**config.mk**
```make
export PLATFORM = sky130hd
export DESIGN_NAME = brbl_burst_latency
export DESIGN_NICKNAME = d
export VERILOG_FILES = /design/src/hdl/brbl_pkg.sv /design/src/hdl/brbl_burst_latency.sv
export SDC_FILE = /design/constraint.sdc
export NUM_CORES = 1
export LEC_CHECK = 0
export ABC_AREA = 1
export BUFFER_PORTS_ARGS = -buffer_cell sky130_fd_sc_hd__buf_2
export CORE_MARGIN = 1
export CORE_UTILIZATION = 35
export DETAILED_ROUTE_END_ITERATION = 6
export GPL_ROUTABILITY_DRIVEN = 0
export PLACE_DENSITY_LB_ADDON = 0.1
export SLEW_MARGIN = 25
export SYNTH_ARGS = -nofsm -noshare
export SYNTH_HDL_FRONTEND = slang
export SYNTH_SLANG_ARGS = --single-unit
export TNS_END_PERCENT = 50
```
**constraint.sdc**
```tcl
create_clock -name ref_clk -period 10 [get_ports ref_clk]
set_input_delay 1 -clock ref_clk [delete_from_list [all_inputs] [get_ports ref_clk]]
set_output_delay 1 -clock ref_clk [all_outputs]
set_load 0.02 [all_outputs]
```
**src/hdl/brbl_pkg.sv**
```systemverilog
package brbl_pkg;

    // ************************************************************
    // burst geometry
    // ************************************************************
    localparam int GROUP_W = 3;             // 8-word group, offset bits
    localparam int SEG_W = 7;               // 128-word internal boundary
    localparam int ADDR_W_DEF = 25;         // word address width
    localparam int BANK_W_DEF = 4;          // 16 banks, top address bits
    localparam logic [2:0] LAST_IN_GROUP = 3'h7;

    // ************************************************************
    // burst length codes
    // ************************************************************
    localparam logic [2:0] MODE_CONT = 3'h0;
    localparam logic [2:0] MODE_WRAP8 = 3'h2;
    localparam logic [2:0] MODE_WRAP16 = 3'h3;

    // ************************************************************
    // initial wait-state field
    // ************************************************************
    localparam logic [3:0] WAIT_CODE_MIN = 4'h1;   // code 1 = 3 wait states
    localparam logic [3:0] WAIT_CODE_MAX = 4'hB;   // code 11 = 13 wait states
    localparam logic [3:0] WAIT_CODE_BASE = 4'h2;  // wait states = code + 2
    localparam logic [3:0] WAIT_GROUP_REF = 4'h8;  // group-crossing pivot
    localparam logic [3:0] WAIT_SEG_ONE = 4'h9;    // one extra at 128 words
    localparam logic [3:0] WAIT_SEG_TWO = 4'hA;    // two extra at 128 words
    localparam logic [3:0] EXTRA_ONE = 4'h1;
    localparam logic [3:0] EXTRA_TWO = 4'h2;

    // ************************************************************
    // burst sequencer states
    // ************************************************************
    typedef enum logic [1:0] {
        BRBL_IDLE,
        BRBL_LATENCY,
        BRBL_STREAM,
        BRBL_HALT
    } brbl_state_t;

endpackage

```
**src/hdl/brbl_burst_latency.sv**
```systemverilog
`timescale 1ns/100ps

// Functional notes
// RULE1: seven waits: offsets 1..7 add 0..6
// RULE2: six waits: offsets 3..7 add 1..5
// RULE3: five waits: offsets 4..7 add 1..4
// RULE4: four waits: offset 5 one, 7 three
// RULE5: three waits: offset 6 one, 7 two
// RULE6: 128-word crossing adds 0, 1 or 2
// RULE7: continuous burst wraps to address zero
// RULE8: burst ends by deselect, reset, new strobe
// RULE9: idle bank crossing gets boundary latency
// RULE10: busy bank crossing halts, data still driven
// RULE11: offset zero needs no group waits
// RULE12: group waits only continuous or 16-word
// RULE13: wrap modes never cross 128 words
// RULE14: wait field sets initial latency cycles
module brbl_burst_latency
    import brbl_pkg::*;
#(
    parameter int ADDR_W = ADDR_W_DEF,
    parameter int BANK_W = BANK_W_DEF
) (
    input wire logic ref_clk,
    input wire logic rst_n,
    input wire logic burst_clk,
    input wire logic chip_select_n,
    input wire logic address_strobe_n,
    input wire logic [ADDR_W-1:0] addr_in,
    input wire logic [3:0] wait_code,
    input wire logic [2:0] burst_mode,
    input wire logic [(1<<BANK_W)-1:0] bank_busy,
    output logic data_valid,
    output logic data_oe_n,
    output logic [ADDR_W-1:0] word_addr,
    output logic inserted_wait_cycle
);

    // ************************************************************
    // state record
    // ************************************************************
    localparam int PIN_W = ADDR_W + 3;
    // pins at their idle levels: clock low, deselected, no strobe
    localparam logic [PIN_W-1:0] PIN_IDLE = {1'b0, 1'b1, 1'b1, {ADDR_W{1'b0}}};

    typedef struct packed {
        logic [PIN_W-1:0] pin_s1;
        logic [PIN_W-1:0] pin_s2;
        logic [PIN_W-1:0] pin_s3;
        logic [PIN_W-1:0] pin_q;
        brbl_state_t state;
        logic [3:0] init_wait;
        logic [3:0] lat;
        logic [3:0] wait_left;
        logic [2:0] mode;
        logic [2:0] words;
        logic crossed;
        logic [ADDR_W-1:0] addr;
        logic valid;
        logic oe_n;
        logic wait_pulse;
    } brbl_regs_t;

    brbl_regs_t r;
    brbl_regs_t next_r;

    // ************************************************************
    // latency functions
    // ************************************************************
    // wait states at the first 8-word crossing, by start offset
    function automatic logic [3:0] group_extra(input logic [3:0] init_wait,
                                               input logic [2:0] off);
        logic [4:0] sum;
        logic [3:0] res;
        sum = {1'b0, init_wait} + {2'b00, off};
        res = 4'h0;
        if (sum > {1'b0, WAIT_GROUP_REF}) begin
            res = 4'(sum - {1'b0, WAIT_GROUP_REF});
        end
        if (res > {1'b0, off}) begin
            res = {1'b0, off};
        end
        return res; // RULE1 RULE2 RULE3 RULE4 RULE5 RULE11
    endfunction

    // extra wait states at a 128-word or bank crossing
    function automatic logic [3:0] seg_extra(input logic [3:0] init_wait);
        logic [3:0] res;
        res = 4'h0;
        if (init_wait >= WAIT_SEG_TWO) begin
            res = EXTRA_TWO;
        end else if (init_wait == WAIT_SEG_ONE) begin
            res = EXTRA_ONE;
        end
        return res; // RULE6
    endfunction

    // ************************************************************
    // pin sampling and burst sequencing
    // ************************************************************
    logic [PIN_W-1:0] pins;
    logic link_rise;
    logic strobe_low;
    logic deselect;
    logic [ADDR_W-1:0] pin_addr;
    logic [ADDR_W-1:0] step_addr;
    logic [3:0] code;
    logic [3:0] extra;
    logic [BANK_W-1:0] new_bank;

    assign pins = {burst_clk, chip_select_n, address_strobe_n, addr_in};

    always_comb begin
        next_r = r;
        next_r.wait_pulse = 1'b0;
        extra = 4'h0;
        step_addr = r.addr;
        new_bank = '0;
        // three-stage sampling, a bit changes once stages two and three agree
        next_r.pin_s1 = pins;
        next_r.pin_s2 = r.pin_s1;
        next_r.pin_s3 = r.pin_s2;
        for (int i = 0; i < PIN_W; i++) begin
            if (r.pin_s2[i] == r.pin_s3[i]) begin
                next_r.pin_q[i] = r.pin_s3[i];
            end
        end
        link_rise = next_r.pin_q[PIN_W-1] && !r.pin_q[PIN_W-1];
        deselect = next_r.pin_q[PIN_W-2];
        strobe_low = !next_r.pin_q[PIN_W-3];
        pin_addr = next_r.pin_q[ADDR_W-1:0];
        // reserved wait codes fall back to the longest latency
        code = wait_code;
        if (code < WAIT_CODE_MIN || code > WAIT_CODE_MAX) begin
            code = WAIT_CODE_MAX;
        end
        if (deselect) begin
            // chip deselected ends any burst at once
            next_r.state = BRBL_IDLE; // RULE8
            next_r.valid = 1'b0;
            next_r.oe_n = 1'b1;
        end else if (link_rise && strobe_low) begin
            // new start address, restarts the initial latency
            next_r.state = BRBL_LATENCY; // RULE8
            next_r.addr = pin_addr;
            next_r.init_wait = code + WAIT_CODE_BASE; // RULE14
            next_r.lat = code + WAIT_CODE_BASE;
            next_r.mode = burst_mode;
            next_r.words = 3'h0;
            next_r.crossed = 1'b0;
            next_r.wait_left = 4'h0;
            next_r.valid = 1'b0;
            next_r.oe_n = 1'b0;
        end else if (link_rise) begin
            unique case (r.state)
                BRBL_IDLE: begin
                    next_r.valid = 1'b0;
                end
                BRBL_LATENCY: begin
                    // first word on the programmed edge after the strobe
                    next_r.lat = r.lat - 4'h1; // RULE14
                    if (r.lat == 4'h1) begin
                        next_r.state = BRBL_STREAM;
                        next_r.valid = 1'b1;
                    end
                end
                BRBL_STREAM: begin
                    if (r.wait_left != 4'h0) begin
                        // boundary wait cycles, data valid again on the last count
                        next_r.wait_left = r.wait_left - 4'h1;
                        next_r.wait_pulse = r.wait_left != 4'h1;
                        next_r.valid = r.wait_left == 4'h1;
                    end else if (r.mode == MODE_WRAP8 && r.words == LAST_IN_GROUP) begin
                        // eighth word stays driven until the burst is ended
                        next_r.valid = 1'b1;
                    end else begin
                        next_r.words = r.words + 3'h1;
                        unique case (r.mode)
                            MODE_WRAP8: begin
                                step_addr[GROUP_W-1:0] = r.addr[GROUP_W-1:0] + 3'h1;
                            end
                            MODE_WRAP16: begin
                                step_addr[GROUP_W:0] = r.addr[GROUP_W:0] + 4'h1;
                            end
                            default: begin
                                // wraps to zero past the top word
                                step_addr = r.addr + 1'b1; // RULE7
                            end
                        endcase
                        // first 8-word crossing, continuous and 16-word only
                        if (r.mode != MODE_WRAP8 && !r.crossed
                                && r.addr[GROUP_W-1:0] == LAST_IN_GROUP) begin
                            next_r.crossed = 1'b1;
                            extra = group_extra(r.init_wait,
                                3'(r.addr[GROUP_W-1:0] - r.words)); // RULE12
                        end
                        // 128-word crossing only reachable when continuous
                        if (r.mode == MODE_CONT
                                && step_addr[SEG_W-1:0] == '0) begin // RULE13
                            extra = 4'(extra + seg_extra(r.init_wait)); // RULE6 RULE9
                        end
                        new_bank = step_addr[ADDR_W-1:ADDR_W-BANK_W];
                        next_r.addr = step_addr;
                        if (new_bank != r.addr[ADDR_W-1:ADDR_W-BANK_W]
                                && bank_busy[new_bank]) begin
                            // busy bank: stop, keep the bus driven
                            next_r.state = BRBL_HALT; // RULE10
                            next_r.valid = 1'b0;
                        end else if (extra != 4'h0) begin
                            next_r.wait_left = extra;
                            next_r.wait_pulse = 1'b1;
                            next_r.valid = 1'b0;
                        end else begin
                            next_r.valid = 1'b1;
                        end
                    end
                end
                BRBL_HALT: begin
                    next_r.valid = 1'b0;
                    next_r.oe_n = 1'b0; // RULE10
                end
            endcase
        end
    end

    // ************************************************************
    // state register
    // ************************************************************
    always_ff @(posedge ref_clk or negedge rst_n) begin
        if (!rst_n) begin
            // reset terminates any burst
            r <= '{pin_s1: PIN_IDLE, pin_s2: PIN_IDLE, pin_s3: PIN_IDLE, // RULE8
                   pin_q: PIN_IDLE, state: BRBL_IDLE, init_wait: 4'h0, lat: 4'h0,
                   wait_left: 4'h0,
                   mode: MODE_CONT, words: 3'h0, crossed: 1'b0, addr: '0,
                   valid: 1'b0, oe_n: 1'b1, wait_pulse: 1'b0};
        end else begin
            r <= next_r;
        end
    end

    // outputs straight from the state record
    assign data_valid = r.valid;
    assign data_oe_n = r.oe_n;
    assign word_addr = r.addr;
    assign inserted_wait_cycle = r.wait_pulse;

endmodule

```
==> results of run 1 <==
-- flip-flops by register name, indices dropped and copies added (netlist names) --
register / flops
data_oe_n: 1
next_r: 56
r: 77
data_valid: 1
word_addr: 25
inserted_wait_cycle: 1
-- power groups by stage --
stage | Clock [mW] | Combinational [mW] | Sequential [mW]
finish | 0.653 | 0.556 | 0.804
global route | 0.701 | 0.631 | 0.814
CTS | 0.674 | 0.557 | 0.804
detailed placement | 0 | 0.553 | 0.815
global placement | 0 | 0.531 | 0.813
floorplan | 0 | 0.439 | 0.794
-- cell usage in the layout (no fill, tap or decap), types with 4 or more instances in the layout --
master      synthesis  layout
o22ai_1             6       6
clkinvlp_4          0       4
dfstp_2             9       9
a22oi_1             7       7
inv_8               0       6
buf_2               2      79
nor2_1             50      49
nand2_2             5       5
o21ai_0            40      40
nand3_1            55      55
nand2_4             4       4
xor2_1              8       8
dfrtp_1           152     152
inv_2               4       4
maj3_1             26      26
inv_1              75      75
o221ai_1            5       5
a31oi_1             4       4
nor2_4              3       4
nor3_1              8       8
xnor2_1             6       6
clkbuf_16           0      17
ha_1               22      22
a21oi_1            24      24
nand2_1           119     119
nor2_2              4       4
nand4_1             6       6
-- kinds of logic (layout without fill, tap and decap cells) --
group,after synthesis,in the layout
AO/OA/AOI/OAI,102,102
XOR/XNOR,14,14
adder cells (fa/ha/maj),51,51
buffers and inverters,113,193
flip-flops,161,161
multiplexers,2,2
AND/OR/NAND/NOR,271,271
-- final timing paths --
kind / from / to / slack [ns] / cells after the start
max in group asynchronous: rst_n / r[63] / 7.97 / 2
worst min register to register: next_r[118] / next_r[90] / 0.35 / 0
worst max register to register: word_addr[0] / r[36] / 4.94 / 33
min in group asynchronous: rst_n / r[76] / 0.65 / 1
worst min-delay path: next_r[118] / next_r[90] / 0.35 / 0
worst max-delay path: word_addr[0] / r[36] / 4.94 / 33
-- stage by stage --
stage / hold slack [ns] / cell area [um^2] / setup slack (ns)
after floorplan: 0.331 / 7220 / 5.57
after global placement: 0.332 / 7760 / 5.31
after detailed placement: 0.335 / 7760 / 5.04
after CTS: 0.350 / 8350 / 5.00
after global routing: 0.354 / 8350 / 4.49
final: 0.348 / 8350 / 4.94
-- worst register-to-register path: cells and delay by family, from the launching register on --
kind	cells	cell delay (ns)
AND/OR/NAND/NOR	18	1.66
AO/OA/AOI/OAI	2	0.33
XOR/XNOR	1	0.32
adder cells (fa/ha/maj)	6	1.78
buffers and inverters	6	0.46
flip-flops	1	0.42
-- layer usage --
layer,up-vias,GRT usage (%)
met4,0,5.68
li1,2497,-
met2,101,25.3
met1,2462,22.0
met3,21,4.70
met5,-,0
-- final cells by class --
type | instances | area, um^2
fill | 1977 | 11900
multi-input combinational | 440 | 2670
tap | 270 | 338
clock buffer | 17 | 425
inverter | 80 | 300
clock inverter | 15 | 166
timing repair buffer | 81 | 414
sequential | 161 | 4040
-- cells in the mapped netlist (all sizes together) --
master     n  share of area, %
xor2       8              0.97
nor4       3              0.26
a22oi      7              0.73
or2        1             0.087
a31oi      4              0.35
buf       28               2.8
maj3      26               3.6
o31ai      2              0.21
a211oi     1              0.10
clkinv     1             0.052
ha        22               3.8
nand3b     3              0.31
a32o       2              0.28
fa         3              0.83
a22o       1              0.12
xnor2      6              0.73
nor2      59               4.0
mux2       2              0.31
clkbuf     5              0.26
inv       79               4.1
nand4      8              0.99
o22a       1              0.12
a21o       1              0.10
dfstp      9               3.3
a2111oi    1              0.12
o22ai      6              0.52
o21ai     42               3.0
a21oi     25               1.8
nor3      10              0.83
a21boi     1              0.10
o41ai      1              0.12
nand3     59               4.5
dfrtp    152                53
nand2    128               7.2
o211ai     2              0.21
o221ai     5              0.61
==> impl_metrics.toml, run 1 <==
[floorplanning]
rows = 52
core_mm2 = 0.0202
die_h_um = 146
initial_utilization_pct = 35.7
die_area_mm2 = 0.0212
io_pins = 81
die_x_um = 146

[synthesis]
synth_xor_area_share_pct = 1.70
syn_area_per_cell_um2 = 10.1
yosysWarnings = 0
synth_fa_ha_area_share_pct = 8.25
synth_compound_area_share_pct = 8.44
synthesis.instances = 714
synth_top_family_by_area = "simple AND/OR/NAND/NOR gates"
syn_area_mm2 = 0.00722
ys_ff_latch = 161
synth_fp_nets = 792
yosysUniqueCellTypes = 52
ys_seq_area_share_pct = 55.9
synthMuxAreaShare_pct = 0.312
synth-simple-area-share_pct = 18.2

[sta]
fin_skew_ns = 0.00948
maxSlewViolCount = 0
slew_headroom_pct = 35.2
min_period_over_period_pct = 50.6
hold_violations = 0
fin_crit_ns = 5.06
fin_setup_tns_ns = 0
rsz0062_at_grt = "false"
setup_viol = 0
worst_pin_slew_ns = 0.969
max_freq_mhz = 197

[grt]
grt_start_max_net_pins = 90
grt_pass1_vias = 5217
grt.total_usage_pct = 16.4
grt.overflow.total = 0
grt_pass1_wl_um = 26800
antenna_found_initial = 0

[setup_path]
end_kind = "flop"
cp_top_family = "adder cells"
cp_max_fo = 5
critPathSlowestCell = "dfrtp_1"
crit_type = "flop to flop"
cp_num_buf_inv = 6
cp.arrival_ns = 5.38
worstPathRequired_ns = 10.31
crit_path_frequent_cell = "nand2_1"
startpoint_type = "flop"
max_stage_delay_ns = 0.42

[placed_design]
io_buffers = 80
post-dp-hpwl_um = 11600
place_inst = 1032

[drt]
ant_nets = 0
vias = 5081
via_per_inst = 4.78
wl_met1_um = 7810
met3_length_um = 724
wl_um = 16100
first_iter_violations = 307
wl_met2_um = 7340
first_pass_iters = 5
drc = 0
topRoutingLayerUsed = "met4"
wl_per_cell_um = 15.1

[pwr]
p_total_mw = 2.01
comb_power_share_pct = 27.6
p_int_mw = 1.28
swShare_pct = 36.5
max-vdd-ir-drop_uv = 124
sequentialPowerShare_pct = 39.9
clock_power_share_pct = 32.4
powerDensity_mw_per_mm2 = 241
power_switching_mw = 0.735
leakage_nw = 3.87

[min_path]
hold_path.class = "flop to flop"

[clocking]
path_clk_slew_ns = 0.07
clockRootBuffer = "clkbuf_16"
cts_tree = "yes"
post_cts_buffers = 0
clock_latency_ns = 0.43
ctsHtreeMaxLevel = 4
ctsHoldBuffers = 0
post_cts_resized = 0
cts_buffers = 17
clockBufferDepth = 2
cts.sinks = 161

[finish]
fin_util_pct = 41.3
final_layout_size_suffix_gt1_share_pct = 19.8
layout.nets = 859
diodes = 0
final_cells = 1064
areaGrowthSynthToFinish_pct = 15.7

[job]
maxCapViolations = 0

[status]
outcome = "finished, final reports clean"
Note: power is estimated with default switching activity, not from simulation.
==> run 2: changes to the inputs <==
- ABC_AREA: 1 -> 0
- clock period: 10 -> 4.6 ns (I/O delays scaled with it)
==> impl_metrics.toml, run 2 <==
[status]
outcome = "finished, violations left"
violations = "negative setup slack"

[finish]
layout_commonest_cell = "dfrtp_1"
areaGrowthSynthToFinish_pct = 20.2
final_cell_mix = "dfrtp_1 (152), buf_2 (79), nand2_1 (63)"
layout.nets = 856
fin_util_pct = 43.3
final_cells = 1061
final_layout_size_suffix_gt1_share_pct = 25.9
regMostFlops = "r"
largest_reg_flops = 77
stdcell_area_mm2 = 0.00888
seq_area_mm2 = 0.00404
multi_input_area_mm2 = 0.00312
nFillCells = 1951
diodes = 0

[sta]
max_freq_mhz = 201
worst_pin_slew_ns = 0.873
fin_crit_ns = 4.99
fin_skew_ns = 0.0166
min_period_over_period_pct = 108
setup_viol = 6
hold_violations = 0
layout_setup_ws_ns = -0.385
rsz0062_at_grt = "true"
maxSlewViolCount = 0
slew_headroom_pct = 41.6

[synthesis]
yosys-top-cells-area = "dfrtp_1 (51%), o21ai_0 (4.2%), ha_1 (3.7%)"
ys_ff_latch = 161
syn_area_mm2 = 0.00739
synth_top_area_cell = "dfrtp_1"
synth_edf_count = 0
yosysWarnings = 0
yosysUniqueCellTypes = 69
syn_area_per_cell_um2 = 10.8
async_flop_share_pct = 100
yosysTopAreaCellShare_pct = 51.5
synth_ff_type = "dfrtp_1"
synthTopCellsByCount = "dfrtp_1 (152), nand2_1 (63), o21ai_0 (62)"
synth_fp_nets = 765
synthesis.instances = 687
ys_seq_area_share_pct = 54.7
synth_most_common_cell = "dfrtp_1"

[placed_design]
place_inst = 1018
post-dp-hpwl_um = 12400
place_area_mm2 = 0.00808
io_buffers = 80

[min_path]
hold_path.class = "input pin to asynchronous set/reset pin"

[setup_path]
end_kind = "flop"
critical_path.startpoint = "word_addr[0]"
worstPathRequired_ns = 4.93
path_cells = "inv_2, ha_4, inv_2, fa_2, ha_4, a21o_4, a21oi_2, a31oi_1, o21a_1, ha_4, and3b_1, a211oi_2, nor2_1, mux2i_1, mux2_2, and2_4, fa_2, o21ai_2, o221ai_2, nor2b_4, o31ai_4, o41ai_2"
cp_top_family = "adder cells"
max_stage_delay_ns = 0.59
cp.arrival_ns = 5.31
startpoint_type = "flop"
cp_num_buf_inv = 2
crit_type = "flop to flop"
crit_path_frequent_cell = "ha_4"
critPathSlowestCell = "fa_2"
cp_max_fo = 4
timing.rr.start = "word_addr[0]"

[floorplanning]
initial_utilization_pct = 36.1
die_x_um = 147
io_pins = 81
die_area_mm2 = 0.0217
core_mm2 = 0.0205
die_h_um = 147
rows = 52

[pwr]
max-vdd-ir-drop_uv = 296
leakage_nw = 3.97
powerDensity_mw_per_mm2 = 518
power_switching_mw = 1.57
comb_power_share_pct = 30.9
p_int_mw = 3.04
swShare_pct = 34.0
clock_power_share_pct = 31.6
sequentialPowerShare_pct = 37.5

[grt]
grt.overflow.total = 0
antenna_found_initial = 0
grt_pass1_vias = 5489
grt.total_usage_pct = 17.0
grt_pass1_wl_um = 28800
grt_start_max_net_pins = 90

[drt]
first_iter_violations = 336
ant_nets = 0
vias = 5495
wl_um = 17600
via_per_inst = 5.18
first_pass_iters = 5
wl_per_cell_um = 16.6
drc = 0

[clocking]
cts_buffers = 17
clockRootBuffer = "clkbuf_16"
cts.sinks = 161
cts_tree = "yes"
clock_latency_ns = 0.44
path_clk_slew_ns = 0.07
clockBufferDepth = 2
ctsHtreeMaxLevel = 4

[job]
maxCapViolations = 0
-- run 2: power by group through the flow --
stage          clock (mW)  sequential (mW)  combinational [mW]
3_5_place_dp            0             1.75                1.26
5_1_grt              1.56             1.75                1.58
6_report             1.45             1.73                1.42
2_1_floorplan           0             1.69               0.885
3_3_place_gp            0             1.74                1.19
4_1_cts              1.51             1.72                1.33
-- run 2: final timing paths --
path | end | slack [ns] | cells after the start
min in group ref_clk | next_r[131] | 0.12 | 1
worst min-delay path | r[44] | 0.08 | 1
worst min register to register | next_r[86] | 0.34 | 0
worst max register to register | r[38] | -0.39 | 22
worst max-delay path | r[38] | -0.39 | 22
max in group asynchronous | next_r[98] | 3.45 | 2
-- run 2: timing repair --
item                       CTS  global route
resized for setup            7            14
hold buffers                 0             0
pin swaps                   14             9
setup buffers                8             3
setup endpoints to repair    6             6
-- run 2: area by class of cell --
type / count / share of cell area, %
Inverter: 24 / 1.01
Multi-Input combinational cell: 458 / 35.1
Timing Repair Buffer: 116 / 7.67
Sequential cell: 161 / 45.5
Clock buffer: 19 / 5.10
Tap cell: 270 / 3.80
Clock inverter: 13 / 1.78
-- run 2: metrics by stage --
stage / setup TNS, ns / total power, mW / hold slack (ns) / worst slack [ns]
after floorplan: -1.35 / 2.57 / 0.164 / -0.324
after global placement: -1.51 / 2.93 / 0.333 / -0.330
after detailed placement: -2.73 / 3.00 / 0.335 / -0.549
after CTS: -1.92 / 4.56 / 0.0995 / -0.391
after global routing: -3.11 / 4.90 / 0.102 / -0.562
final: -2.03 / 4.60 / 0.0759 / -0.385
-- run 2: cells by family (layout without fill, tap and decap cells) --
| logic type | after synthesis | after routing | share of synthesized area [%] |
|---|---|---|---|
| multiplexers | 15 | 15 | 2.13 |
| buffers and inverters | 68 | 172 | 4.81 |
| flip-flops | 161 | 161 | 54.7 |
| AO/OA/AOI/OAI | 183 | 183 | 15.3 |
| adder cells (fa/ha/maj) | 51 | 51 | 8.06 |
| XOR/XNOR | 7 | 7 | 0.830 |
| AND/OR/NAND/NOR | 202 | 202 | 14.2 |
-- run 2: metal layers --
layer | track usage (%) | wire (um)
met1 | 23.1 | 8080
met2 | 26.5 | 8450
met3 | 4.32 | 789
met4 | 5.62 | 299
met5 | 0 | 0
==> run 3: changes to the inputs <==
- MAX_ROUTING_LAYER: default -> met4
- RECOVER_POWER: default -> 50
==> impl_metrics.toml, run 3 (synthesis results as in run 2) <==
[sta]
slew_headroom_pct = -46.5
layout_setup_ws_ns = -0.395
setup_viol = 6
worst_pin_slew_ns = 2.20
max_freq_mhz = 200
min_period_over_period_pct = 109
whs_ns = 0.123
fin_setup_tns_ns = -2.08
rsz0062_at_grt = "true"
maxSlewViolCount = 90
hold_violations = 0
fin_skew_ns = 0.0164
fin_crit_ns = 4.99

[grt]
antenna_found_initial = 0
grt.total_usage_pct = 17.6
grt_start_max_net_pins = 90
grt.overflow.total = 0
grt_pass1_vias = 5478
grt_pass1_wl_um = 28800

[pwr]
sequentialPowerShare_pct = 37.5
leakage_nw = 3.96
clock_power_share_pct = 31.6
max-vdd-ir-drop_uv = 295
swShare_pct = 34.1
p_int_mw = 3.04
p_total_mw = 4.60
powerDensity_mw_per_mm2 = 519
comb_power_share_pct = 30.9
power_switching_mw = 1.57

[setup_path]
path_cells = "inv_2, ha_4, inv_2, fa_2, ha_4, a21o_4, a21oi_2, a31oi_1, o21a_1, ha_4, and3b_1, a211oi_2, nor2_1, mux2i_1, mux2_2, and2_4, fa_2, o21ai_2, o221ai_2, nor2b_4, o31ai_4, o41ai_2"
crit_path_frequent_cell = "ha_4"
reg2reg_depth = 22
cp_max_fo = 4
rrSetupSlack_ns = -0.39
cp.depth = 22
max_stage_delay_ns = 0.59
cp_top_family = "adder cells"
cp_num_buf_inv = 2
cp.arrival_ns = 5.32
startpoint_type = "flop"
end_kind = "flop"
crit_type = "flop to flop"
worstPathRequired_ns = 4.93
critPathSlowestCell = "fa_2"

[finish]
largest_reg_flops = 77
layout.nets = 856
regMostFlops = "r"
final_layout_size_suffix_gt1_share_pct = 25.4
layout_commonest_cell = "dfrtp_1"
diodes = 0
final_cell_mix = "dfrtp_1 (152), buf_2 (77), nand2_1 (63)"
final_cells = 1061
stdcell_area_mm2 = 0.00887
areaGrowthSynthToFinish_pct = 20.1

[placed_design]
place_inst = 1018
place_area_mm2 = 0.00808
post-dp-hpwl_um = 12400
io_buffers = 80

[floorplanning]
die_h_um = 147
rows = 52
initial_utilization_pct = 36.1
core_mm2 = 0.0205
die_x_um = 147
die_area_mm2 = 0.0217
io_pins = 81

[clocking]
clockRootBuffer = "clkbuf_16"
cts_buffers = 17
cts.sinks = 161
ctsHtreeMaxLevel = 4
clock_latency_ns = 0.44
path_clk_slew_ns = 0.07
cts_tree = "yes"
ctsHoldBuffers = 0
clockBufferDepth = 2

[min_path]
whs_path_depth = 1
hold_path.class = "input pin to flop"

[drt]
vias = 5476
topRoutingLayerUsed = "met4"
first_pass_iters = 5
ant_nets = 0
met3_length_um = 725
wl_met2_um = 8440
first_iter_violations = 343
wl_um = 17600
drc = 0
wl_per_cell_um = 16.6
wl_met1_um = 8180
via_per_inst = 5.16

[status]
outcome = "finished, violations left"
violations = "max-capacitance violations, max-slew violations, negative setup slack"

[job]
maxCapViolations = 1
[run 3: changes by cell type in the layout (fill, tap and decap cells not counted)]
cell and change:
buf_2 -2, clkbuf_1 +2, dfstp_1 +2, dfstp_2 -2
buf_6 -1, clkbuf_2 +1
[run 3: path summary, 6_finish.rpt]
kind	startpoint	end
setup / recovery	word_addr[0]	r[38]
hold / removal	addr_in[18]	next_r[123]
setup reg to reg	word_addr[0]	r[38]
hold reg to reg	next_r[114]	next_r[86]
max in group asynchronous	rst_n	next_r[98]
min in group asynchronous	rst_n	r[44]
[run 3: what timing repair did]
action                                  4_1_cts  5_1_grt
gates resized for setup                       7       14
endpoints found under the setup margin        6        6
pin swaps                                    14        9
buffers inserted                              8        3
[run 3: final cells by class]
class	count	area, um^2
Multi-Input combinational cell	458	3120
Fill cell	1952	11600
Inverter	24	90.1
Timing Repair Buffer	116	672
Tap cell	270	338
Clock buffer	19	453
Clock inverter	13	158
Sequential cell	161	4040
[run 3: metrics by stage]
step                setup slack [ns]  utilization (%)
floorplan                     -0.324                -
finish                        -0.395             43.3
global route                  -0.562             43.3
global placement              -0.330             39.4
CTS                           -0.391             42.9
detailed placement            -0.549             39.4
[run 3: power groups by stage]
stage	clock [mW]	sequential, mW	combinational (mW)
floorplan	0	1.69	0.885
global placement	0	1.74	1.19
detailed placement	0	1.75	1.26
CTS	1.51	1.72	1.33
global route	1.57	1.75	1.58
finish	1.45	1.73	1.42
[run 3: worst register-to-register path: stages (launching register included)]
cell and delay (ns):
dfrtp_1 0.39, inv_2 0.08, ha_4 0.13, inv_2 0.03, fa_2 0.59, ha_4 0.23, a21o_4 0.22, a21oi_2 0.13
a31oi_1 0.05, o21a_1 0.23, ha_4 0.26, and3b_1 0.17, a211oi_2 0.22, nor2_1 0.08, mux2i_1 0.22, mux2_2 0.38
and2_4 0.17, fa_2 0.54, o21ai_2 0.07, o221ai_2 0.08, nor2b_4 0.24, o31ai_4 0.09, o41ai_2 0.28
[run 3: per-layer routing]
layer  vias up  track usage [%]
met2       120             26.4
met5         -                -
li1       2618                -
met1      2718             23.4
met3        20             4.13
met4         0             5.62
